`config.mk`:
```
export PLATFORM = sky130hd
export DESIGN_NAME = shcd_top
export DESIGN_NICKNAME = d
export VERILOG_FILES = /design/src/common/shcd_pkg.sv /design/src/common/shcd_dec_if.sv /design/src/hw/shcd_opdec.sv /design/src/hw/shcd_top.sv
export SDC_FILE = /design/constraint.sdc
export NUM_CORES = 1
export LEC_CHECK = 0
export BUFFER_PORTS_ARGS = -buffer_cell sky130_fd_sc_hd__buf_2
export CORE_AREA = 4 4 161 132
export DETAILED_ROUTE_END_ITERATION = 6
export DIE_AREA = 0 0 165 136
export REMOVE_ABC_BUFFERS = 1
export SETUP_SLACK_MARGIN = 0.1
export SYNTH_ARGS = -nofsm -noshare
export SYNTH_HDL_FRONTEND = slang
export SYNTH_SLANG_ARGS = --single-unit
```
`constraint.sdc`:
```
create_clock -name clk_i -period 4.7 [get_ports clk_i]
set_input_delay 0 -clock clk_i [delete_from_list [all_inputs] [get_ports clk_i]]
set_output_delay 0 -clock clk_i [all_outputs]
set_load 0.05 [all_outputs]
```
`src/common/shcd_pkg.sv`:
```
package shcd_pkg;
   localparam int          ADDR_W      = 16;
   localparam int          DATA_W      = 16;
   localparam logic [3:0]  PTR_REG     = 4'hF;
   localparam logic [3:0]  CWA_REG     = 4'hD;
   localparam logic [15:0] PTR_ADDR    = 16'h000F;
   localparam logic [15:0] ILOG_START  = 16'h0040;
   localparam logic [15:0] ILOG_END    = 16'h005F;
   localparam int          REG_LSB     = 2;
   localparam int          REG_MSB     = 5;
   localparam logic [1:0]  FAST_RD_TOP = 2'h0;
   localparam logic [1:0]  FAST_WR_TOP = 2'h2;
   localparam logic [1:0]  FAST_LOW    = 2'h0;
   localparam int          OP_CLKS     = 8;
   localparam int          WORD_CLKS   = 16;
   localparam logic [7:0]  OP_ADD1     = 8'hD0;
   localparam logic [7:0]  OP_ADD2     = 8'hD8;
   localparam logic [7:0]  OP_ADD4     = 8'hE0;
   localparam logic [7:0]  OP_RD       = 8'h40;
   localparam logic [7:0]  OP_WR       = 8'hC0;
   localparam logic [7:0]  OP_INC_RD   = 8'h48;
   localparam logic [7:0]  OP_INC_WR   = 8'hC8;
   localparam logic [7:0]  OP_CWA_RD   = 8'h50;
   localparam logic [7:0]  OP_ILOG_RD  = 8'h58;
   localparam logic [7:0]  OP_ADD4_RD  = 8'h60;
   localparam logic [7:0]  OP_CH0_RD   = 8'h68;
   localparam logic [7:0]  OP_CH1_RD   = 8'h70;
   localparam logic [7:0]  OP_CH2_RD   = 8'h78;
   localparam logic [7:0]  OP_CH0_WR   = 8'hE8;
   localparam logic [7:0]  OP_CH1_WR   = 8'hF0;
   localparam logic [7:0]  OP_CH2_WR   = 8'hF8;

   typedef enum logic [1:0] {ACT_NONE, ACT_FAST, ACT_ADD, ACT_PTR} shcd_act_e;

   typedef struct packed {
      shcd_act_e  act;
      logic       wr;
      logic [3:0] reg_idx;
      logic [2:0] add;
      logic       chase;
      logic       cwa;
      logic       ilog;
   } shcd_dec_s;

   // step one word on, or back one inside the log ring
   function automatic logic [15:0] step_addr(input logic [15:0] a, input logic down);
      if (!down)
         return 16'(a + 16'h0001);
      else if (a == ILOG_START)
         return ILOG_END;
      else
         return 16'(a - 16'h0001);
   endfunction : step_addr
endpackage : shcd_pkg

```
`src/common/shcd_dec_if.sv`:
```
`timescale 1ns/1ps
interface shcd_dec_if;
   logic [7:0]          op;
   shcd_pkg::shcd_dec_s info;
   modport dec (input op, output info);
   modport use_side (output op, input info);
endinterface : shcd_dec_if

```
`src/hw/shcd_opdec.sv`:
```
`timescale 1ns/1ps
module shcd_opdec (
   shcd_dec_if.dec d
);
   function automatic shcd_pkg::shcd_dec_s decode(input logic [7:0] op);
      shcd_pkg::shcd_dec_s r;
      r         = '0;
      r.act     = shcd_pkg::ACT_NONE;
      r.reg_idx = op[shcd_pkg::REG_MSB:shcd_pkg::REG_LSB];
      case (op)
         shcd_pkg::OP_ADD1:    begin r.act = shcd_pkg::ACT_ADD; r.add = 3'h1; end
         shcd_pkg::OP_ADD2:    begin r.act = shcd_pkg::ACT_ADD; r.add = 3'h2; end
         shcd_pkg::OP_ADD4:    begin r.act = shcd_pkg::ACT_ADD; r.add = 3'h4; end
         shcd_pkg::OP_RD:      r.act = shcd_pkg::ACT_PTR;
         shcd_pkg::OP_WR:      begin r.act = shcd_pkg::ACT_PTR; r.wr = 1'b1; end
         shcd_pkg::OP_INC_RD:  begin r.act = shcd_pkg::ACT_PTR; r.add = 3'h1; end
         shcd_pkg::OP_INC_WR: begin
            r.act = shcd_pkg::ACT_PTR;
            r.wr  = 1'b1;
            r.add = 3'h1;
         end
         shcd_pkg::OP_CWA_RD:  begin r.act = shcd_pkg::ACT_PTR; r.cwa = 1'b1; end
         shcd_pkg::OP_CH0_RD:  begin r.act = shcd_pkg::ACT_PTR; r.chase = 1'b1; end
         shcd_pkg::OP_CH1_RD: begin
            r.act   = shcd_pkg::ACT_PTR;
            r.chase = 1'b1;
            r.add   = 3'h1;
         end
         shcd_pkg::OP_CH2_RD: begin
            r.act   = shcd_pkg::ACT_PTR;
            r.chase = 1'b1;
            r.add   = 3'h2;
         end
         shcd_pkg::OP_CH0_WR: begin
            r.act   = shcd_pkg::ACT_PTR;
            r.chase = 1'b1;
            r.wr    = 1'b1;
         end
         shcd_pkg::OP_CH1_WR: begin
            r.act   = shcd_pkg::ACT_PTR;
            r.chase = 1'b1;
            r.wr    = 1'b1;
            r.add   = 3'h1;
         end
         shcd_pkg::OP_CH2_WR: begin
            r.act   = shcd_pkg::ACT_PTR;
            r.chase = 1'b1;
            r.wr    = 1'b1;
            r.add   = 3'h2;
         end
         shcd_pkg::OP_ADD4_RD: begin r.act = shcd_pkg::ACT_PTR; r.add = 3'h4; end
         shcd_pkg::OP_ILOG_RD: begin r.act = shcd_pkg::ACT_PTR; r.ilog = 1'b1; end
         default: begin
            if (op[1:0] == shcd_pkg::FAST_LOW && op[7:6] == shcd_pkg::FAST_RD_TOP) begin
               r.act = shcd_pkg::ACT_FAST;
            end else if (op[1:0] == shcd_pkg::FAST_LOW && op[7:6] == shcd_pkg::FAST_WR_TOP) begin
               r.act = shcd_pkg::ACT_FAST;
               r.wr  = 1'b1;
            end else begin
               r.act = shcd_pkg::ACT_NONE;
            end
         end
      endcase
      return r;
   endfunction : decode

   assign d.info = decode(d.op);
endmodule : shcd_opdec

```
`src/hw/shcd_top.sv`:
```
`timescale 1ns/1ps
module shcd_top #(
   parameter int AW = shcd_pkg::ADDR_W,
   parameter int DW = shcd_pkg::DATA_W
) (
   input  wire logic          clk_i,
   input  wire logic          rst_b_i,
   input  wire logic          clk_en_i,
   input  wire logic          cs_active_i,
   input  wire logic          op_valid_i,
   input  wire logic [7:0]    op_byte_i,
   input  wire logic          rd_req_i,
   input  wire logic          wr_valid_i,
   input  wire logic [DW-1:0] wr_word_i,
   output logic               rd_valid_o,
   output logic      [DW-1:0] rd_data_o,
   output logic               mem_rd_o,
   output logic               mem_we_o,
   output logic      [AW-1:0] mem_addr_o,
   output logic      [DW-1:0] mem_wdata_o,
   input  wire logic [DW-1:0] mem_rdata_i,
   input  wire logic [AW-1:0] cwa_i,
   input  wire logic [AW-1:0] ilog_addr_i,
   output logic      [AW-1:0] ptr_o
);
   if (AW != shcd_pkg::ADDR_W || DW != AW) begin : g_chk
      $error("shcd_top: address and data must both be 16 bits");
   end

   typedef enum logic [2:0] {S_IDLE, S_CHASE, S_LOAD, S_XFER, S_IGNORE} shcd_state_e;

   shcd_state_e         state_reg;
   shcd_state_e         state_next;
   shcd_pkg::shcd_dec_s dec_reg;
   logic [15:0]         ptr_reg;
   logic [15:0]         ptr_next;
   logic [15:0]         hid_reg;
   logic                use_hid_reg;
   logic                rd_pend_reg;
   logic                self_reg;
   logic                wr_pend_reg;
   logic                rd_valid_reg;
   logic [15:0]         self_val_reg;
   logic [15:0]         waddr_reg;
   logic [15:0]         wdata_reg;
   logic [15:0]         rd_data_reg;

   shcd_dec_if dif ();
   shcd_opdec u_dec (
      .d (dif)
   );
   assign dif.op = op_byte_i;

   wire shcd_pkg::shcd_dec_s info  = dif.info;
   wire               start   = op_valid_i && state_reg == S_IDLE && cs_active_i;
   wire [15:0]        cur     = use_hid_reg ? hid_reg : ptr_reg;
   wire               in_xfer = state_reg == S_XFER && cs_active_i;
   wire               rd_go   = in_xfer && !dec_reg.wr && rd_req_i;
   wire               wr_go   = in_xfer && dec_reg.wr && wr_valid_i;
   wire               chase_go = state_reg == S_CHASE;
   wire [15:0]        rsel    = self_reg ? self_val_reg : mem_rdata_i;
   wire [15:0]        ptr_add = 16'(ptr_reg + {13'h0, info.add});
   wire [15:0]        ilog_prev = shcd_pkg::step_addr(ilog_addr_i, 1'b1);
   wire               hid_step = (rd_go || wr_go) && use_hid_reg;
   wire [15:0]        hid_next = start ? {12'h000, info.reg_idx} : 16'(hid_reg + 16'h0001);

   assign mem_rd_o    = clk_en_i && (rd_go || chase_go);
   assign mem_addr_o  = wr_pend_reg ? waddr_reg : cur;
   assign mem_we_o    = clk_en_i && wr_pend_reg && waddr_reg != shcd_pkg::PTR_ADDR;
   assign mem_wdata_o = wdata_reg;
   assign rd_valid_o  = rd_valid_reg;
   assign rd_data_o   = rd_data_reg;
   assign ptr_o       = ptr_reg;

   always_comb begin
      state_next = state_reg;
      ptr_next   = ptr_reg;
      case (state_reg)
         S_IDLE: begin
            if (start) begin
               case (info.act)
                  shcd_pkg::ACT_FAST: state_next = S_XFER;
                  shcd_pkg::ACT_ADD: begin
                     ptr_next   = ptr_add;
                     state_next = S_IGNORE;
                  end
                  shcd_pkg::ACT_PTR: begin
                     if (info.cwa)
                        ptr_next = cwa_i;
                     else if (info.ilog)
                        ptr_next = ilog_prev;
                     else
                        ptr_next = ptr_add;
                     state_next = info.chase ? S_CHASE : S_XFER;
                  end
                  default: state_next = S_IGNORE;
               endcase
            end
         end
         S_CHASE:  state_next = S_LOAD;
         S_LOAD: begin
            ptr_next   = rsel;
            state_next = S_XFER;
         end
         S_XFER: begin
            if ((rd_go || wr_go) && !use_hid_reg)
               ptr_next = shcd_pkg::step_addr(ptr_reg, dec_reg.ilog);
         end
         S_IGNORE: state_next = S_IGNORE;
         default:  state_next = S_IDLE;
      endcase
      if (wr_pend_reg && waddr_reg == shcd_pkg::PTR_ADDR)
         ptr_next = wdata_reg;
      if (!cs_active_i)
         state_next = S_IDLE;
   end

   always_ff @(posedge clk_i or negedge rst_b_i) begin
      if (!rst_b_i)
         state_reg <= S_IDLE;
      else if (clk_en_i)
         state_reg <= state_next;
   end

   always_ff @(posedge clk_i or negedge rst_b_i) begin
      if (!rst_b_i)
         ptr_reg <= '0;
      else if (clk_en_i)
         ptr_reg <= ptr_next;
   end

   // opcode decode held for the whole frame
   always_ff @(posedge clk_i or negedge rst_b_i) begin
      if (!rst_b_i)
         dec_reg <= '0;
      else if (clk_en_i && start)
         dec_reg <= info;
   end

   always_ff @(posedge clk_i or negedge rst_b_i) begin
      if (!rst_b_i)
         use_hid_reg <= 1'b0;
      else if (clk_en_i && start)
         use_hid_reg <= info.act == shcd_pkg::ACT_FAST;
   end

   // hidden pointer for fast register access
   always_ff @(posedge clk_i or negedge rst_b_i) begin
      if (!rst_b_i)
         hid_reg <= '0;
      else if (clk_en_i && (start || hid_step))
         hid_reg <= hid_next;
   end

   // read pipe: address out, data back, word valid
   always_ff @(posedge clk_i or negedge rst_b_i) begin
      if (!rst_b_i)
         rd_pend_reg <= 1'b0;
      else if (clk_en_i)
         rd_pend_reg <= rd_go;
   end

   always_ff @(posedge clk_i or negedge rst_b_i) begin
      if (!rst_b_i)
         rd_valid_reg <= 1'b0;
      else if (clk_en_i)
         rd_valid_reg <= rd_pend_reg;
   end

   always_ff @(posedge clk_i or negedge rst_b_i) begin
      if (!rst_b_i)
         rd_data_reg <= '0;
      else if (clk_en_i && rd_pend_reg)
         rd_data_reg <= rsel;
   end

   // register 15 answers from here, not from memory
   always_ff @(posedge clk_i or negedge rst_b_i) begin
      if (!rst_b_i) begin
         self_reg     <= 1'b0;
         self_val_reg <= '0;
      end else if (clk_en_i) begin
         self_reg     <= cur == shcd_pkg::PTR_ADDR;
         self_val_reg <= ptr_reg;
      end
   end

   // write pipe: address and data held one cycle
   always_ff @(posedge clk_i or negedge rst_b_i) begin
      if (!rst_b_i)
         wr_pend_reg <= 1'b0;
      else if (clk_en_i)
         wr_pend_reg <= wr_go;
   end

   always_ff @(posedge clk_i or negedge rst_b_i) begin
      if (!rst_b_i) begin
         waddr_reg <= '0;
         wdata_reg <= '0;
      end else if (clk_en_i && wr_go) begin
         waddr_reg <= cur;
         wdata_reg <= wr_word_i;
      end
   end
endmodule : shcd_top

```
Word-level counts from Yosys, hierarchy flattened
Cells that the tools add are included.
{ "classes": {"n_mux": 29, "add_sub_neg": 5, "reduce_logical": 38, "eq_ne": 34} }
{ "op_table": {"columns": ["cell", "count"], "rows": [
  ["16-bit two-way mux", 12],
  ["8-bit by 7-bit == test with 1-bit output (second input constant)", 8],
  ["8-bit == test (second input constant)", 8],
  ["16-bit case mux with 3 select lines", 1],
  ["16-bit by 1-bit adder with 16-bit output (second input constant)", 2],
  ["16-bit by 4-bit == test with 1-bit output (second input constant)", 2],
  ["16-bit by 7-bit == test with 1-bit output (second input constant)", 2],
  ["16-bit case mux with 2 select lines", 1],
  ["16-bit by 1-bit subtractor with 16-bit output (second input constant)", 2],
  ["1-bit logical AND", 19],
  ["16-bit by 3-bit adder with 16-bit output", 1],
  ["16-bit by 4-bit inequality test with 1-bit output (second input constant)", 1],
  ["3-bit case mux with 5 select lines", 1],
  ["13-bit OR reduction", 1],
  ["11-bit OR reduction", 1],
  ["5-bit OR reduction", 2],
  ["3-bit case mux with 3 select lines", 1],
  ["2-bit == test (second input constant)", 3],
  ["3-bit by 2-bit == test with 1-bit output (second input constant)", 2],
  ["1-bit two-way mux", 6],
  ["3-bit two-way mux", 2],
  ["3-bit case mux with 2 select lines", 1],
  ["3-bit OR reduction", 2],
  ["6-bit OR reduction", 1],
  ["19 further kinds", 24]
]} }
{ "word_totals": {"reg_bits": 106, "out_inout_bits": 67} }

Depth between registers and ports, before layout
{ "logic_depth": {"word_depth": 10, "ltp_mapped": 14, "depth_no_buf": 13} }

By module
Synthesis repeated with hierarchy kept, for this count alone.
{ "hier_totals": {"cells_unflattened": 774, "hier_area_um2": 7169.4} }
{ "by_module_without_submodules": {"columns": ["mod", "area_per_inst_um2", "cells_per_inst", "instances"], "rows": [
  ["shcd_top", 6999.2, 749, 1],
  ["shcd_opdec", 170.2, 25, 1]
]} }

Worst setup path before layout
No wires, ideal clock.
{ "synth_path": {"kind": "input to register", "start": "input port op_byte_i[2]", "end": "register ptr_reg[12] (netlist: ptr_o[12])", "path_buffers": 1, "t_arrival_ns": 2.845, "setup_slack_ns": 1.727, "setup_time_ns": 0.128, "path_stages": 10, "required_ns": 4.572, "cell_sequence": "or4b_1 buf_2 or3_1 fa_1 nand2b_1 a2111oi_0 xor2_1 a222oi_1 a2bb2oi_1 a211oi_2"} }
{ "synth_via": {"elab_chain_len": 10, "elab_cells_between_ends": 36} }
{ "synth_lines": {"columns": ["item", "line_no", "rtl"], "rows": [
  ["start: declaration", "shcd_top.sv:11", "input wire logic [7:0] op_byte_i,"],
  ["8-bit == test / 8-bit by 7-bit == test with 1-bit output (equally long branches)", "shcd_opdec.sv:10", "case (op)"],
  ["5-bit OR reduction (no source line) (tied with other cells)", null, null],
  ["3-bit case mux with 3 select lines", "shcd_opdec.sv:10", null],
  ["16-bit by 3-bit adder with 16-bit output", "shcd_top.sv:62", "wire [15:0] ptr_add = 16'(ptr_reg + {13'h0, info.add});"],
  ["16-bit two-way mux", "shcd_top.sv:90", "else if (info.ilog)"],
  ["16-bit two-way mux", "shcd_top.sv:88", "if (info.cwa)"],
  ["16-bit case mux with 2 select lines", "shcd_top.sv:81", "case (info.act)"],
  ["16-bit two-way mux", "shcd_top.sv:80", "if (start) begin"],
  ["16-bit case mux with 3 select lines", "shcd_top.sv:78", "case (state_reg)"],
  ["16-bit two-way mux", "shcd_top.sv:112", "if (wr_pend_reg && waddr_reg == shcd_pkg::PTR_ADDR)"],
  ["end signal: assignment", "shcd_top.sv:129", "ptr_reg <= ptr_next;"],
  ["end: declaration", "shcd_top.sv:35", "logic [15:0] ptr_reg;"]
]} }
Several ways; a longest one is shown, not always the timed one. The select of a mux whose other input is x is not followed.
A chain may end at the register's enable or synchronous reset.

Worst setup path in the final report
Same ends and word-level chain as after synthesis.

==> results.md <==
- Setup TNS: 0 ns
- Die X: 165 um
- CP Launch Point: op_byte_i[2]
- Max FO, Critical Path: 7
- Vias per std cell: 5.79
- Top cell type's share of synthesized area: 36.1%
- Max Clock Skew: 0.00829 ns
- Register area share after synthesis: 36.1%
- Relative slew slack: 33.7%
- Post-CTS setup buffer count: 0
- Syn_area_per_cell: 9.45 um2
- Detailed router's first-iteration violation count: 726
- RSZ-0062 raised after global routing: no
- Final WS setup: between 1 and 1.5 ns
- Share of cells above drive strength 1: 31.1%
- Gr ovfl total: 0
- Routed wire per std cell: around 21 um
- Leak Pwr: 3.96 nW
- Vias in the first global route: between 6,000 and 7,000
- Filler cells: 1,929
- Critical-path cell list: dlygate4sd3_1, buf_2, or4b_1, or3_1, fa_1, nand2b_1, a2111oi_0, xor2_1, a222oi_1, a2bb2oi_1, a211oi_2
- Vias: 6,813
- Largest net degree at the start of global routing: 64
- WHS Endpoint: rd_data_o[7]
- CP max stage delay: 0.70 ns
- Slew Viols, Final: 0
- FFs w/ async S/R, synth: 100%
- Routability cong.: 1.04
- Final setup vio count: 0
- Pre-antenna DRT Iters: 5
- Hold path depth: 3
- Final hold viol count: 0
- Worst Tran Pin Value: 0.994 ns
- Hold buffers post-CTS: 22
- Clock share of power: 19.1%
- Post-Route WL: 24,800 um
- Cts bufs inserted: 9
- Crit start category: input port
- Int Pwr: 2.20 mW
- Reg2Reg Capture Point: ptr_o[5]
- IO buf count: roughly 150
- Clock root buffer: clkbuf_16
- Core area: approximately 20,000 um2
- Die area: roughly 22,000 um2
- FF-to-FF path depth: 8
- Resize count post-CTS: 0
- Initial antenna violation count: 0
- Warnings from Yosys: 0
- WS Path Type: in -> reg
- Psw: ~2 mW
- RR Startpoint: ptr_o[1]
- Cell taking the most area after synthesis: dfrtp_1
- Core Util, Final: 44.6%
- Layout Nets: 997
- Fin crit share: 75.1%
- DRT antenna net count: 0
- Max H-tree Level: 3
- Maximum clock path buffer count: 2
- Starting Density: 37.4%
- Clock transition at the registers of the reported paths: 0.08 ns
- Power per cell area: a little under 500 nW/um2
- FMAX: around 0.28 GHz
- Slowest library cell on the worst path: or4b_1
- VDD IR-drop max: 0.275 mV
- Crit end category: flop
- Gate power share: about 46%
- # clock sinks: 106
- Count of flip-flops with a built-in enable after synthesis: 0
- Final hold slack: 0.0109 ns
- Flop-to-flop setup slack: roughly 1.7 ns
- Worst path bufs/invs: 2
- N_diodes: 0
- Sw frac: around half
- Synth top area cells: dfrtp_1 (36%), mux2_2 (14%), nor2_1 (3.5%)
- Most common cell after layout, fill and taps aside: buf_2
- Detailed Place HPWL: 18,400 um
- Overall Power: 4.25 mW
- Synth Cell Area: ~7300 um2
- Library cells used by synthesis: 86
- Cell Rows: 46
- Hold Path Class: in -> reg
- Min Tclk post-route: 3.53 ns
- Min-delay src: mem_rdata_i[7]
- Post-Synthesis Cells: 777
- Die height: 136 um
- Main synth FF type: dfrtp_1
- Outcome: finished clean
- Req. time, crit path: 4.94 ns
- Sequential power share: a little over a third
- Most frequent cells in the layout: buf_2 (144), dfrtp_1 (106), mux2_2 (90), nor2_1 (69), nand2_1 (47)
- DRC errors left: 0
- Ports: roughly 150
- Synth-to-layout area growth: 19.1%
- Synth Register Bits: 106
- Critical path arrival: approximately 3.8 ns
- Tot GR Track Use: a little over a fifth
- Clock latency on the worst-skew pair: ~0.36 ns
- Post-place setup slack: 1.36 ns
- First-pass GRT wire length: between 30,000 and 40,000 um
- CTS tree: built
- Max-cap violations: 0
- CP top delay family: simple AND/OR/NAND/NOR gates
## layout make-up
cell class | instances | area, um2 | share of cell area (%)
clock buffers | 10 | 239 | 2.73
clock inverters | 6 | 77.6 | 0.887
inverters | 18 | 67.6 | 0.772
multi-input cells | 599 | 4380 | 50.1
flip-flops and latches | 106 | 2650 | 30.3
well taps | 264 | 330 | 3.78
repair buffers | 174 | 1000 | 11.4
## worst max-delay path by stage
stage / end / slack, ns / depth (start not counted)
2_1_floorplan: ptr_o[12] / 1.70 / 9
3_3_place_gp: ptr_o[12] / 1.39 / 10
3_5_place_dp: ptr_o[12] / 1.36 / 10
4_1_cts: ptr_o[12] / 1.17 / 11
5_1_grt: ptr_o[12] / 1.04 / 11
6_report: ptr_o[12] / 1.17 / 11
## worst min-delay path: stages
cell and delay [ns]:
buf_2 0.08, mux2i_1 0.09, a21oi_1 0.15
## metrics by stage
step	area, um2	std cells
after floorplan	7100	723
after global placement	8210	1139
after detailed placement	8210	1139
after CTS	8750	1177
after global routing	8750	1177
final	8750	1177
## metal layers
| layer | GRT usage [%] | vias to the layer above | part of all wire (%) |
|---|---|---|---|
| met5 | 0 | - | 0 |
| met2 | 29.5 | 362 | 39 |
| met1 | 33.7 | 3269 | 48 |
| li1 | - | 3151 | - |
| met3 | 6.70 | 31 | 11 |
| met4 | 4.67 | 0 | 1.4 |
## power groups by stage
stage	sequential, mW	combinational, mW	clock [mW]
floorplan	1.62	1.12	0
global placement	1.49	1.89	0
detailed placement	1.50	1.90	0
CTS	1.48	1.92	0.832
global route	1.52	2.06	0.862
finish	1.50	1.94	0.814
## cell usage after synthesis, types with 9 or more instances
| cell type | instances |
|---|---|
| ha_1 | 9 |
| a211oi_1 | 11 |
| xnor2_1 | 23 |
| o21ai_0 | 22 |
| and3_1 | 10 |
| nand2b_1 | 12 |
| buf_2 | 16 |
| mux2i_1 | 15 |
| a21oi_1 | 38 |
| nor4_1 | 13 |
| nand4_1 | 14 |
| dfrtp_1 | 106 |
| nor2_1 | 69 |
| xor2_1 | 25 |
| nor3_1 | 29 |
| mux2_2 | 90 |
| inv_1 | 18 |
| nand2_1 | 47 |
| o22ai_1 | 9 |
| clkbuf_1 | 29 |
| a31oi_1 | 14 |
| nand3_1 | 25 |
## kinds of logic after synthesis
logic type | count (synthesis) | synth area share (%)
and+or+nand+nor | 276 | 20.7
AOI/OAI and AO/OA | 158 | 15.2
muxes | 107 | 16.1
DFF | 106 | 36.1
buffers and inverters | 72 | 4.26
xor gates and xnor gates | 48 | 5.72
adders and majority gates | 10 | 1.81
Power figures use the tool's default switching activity.
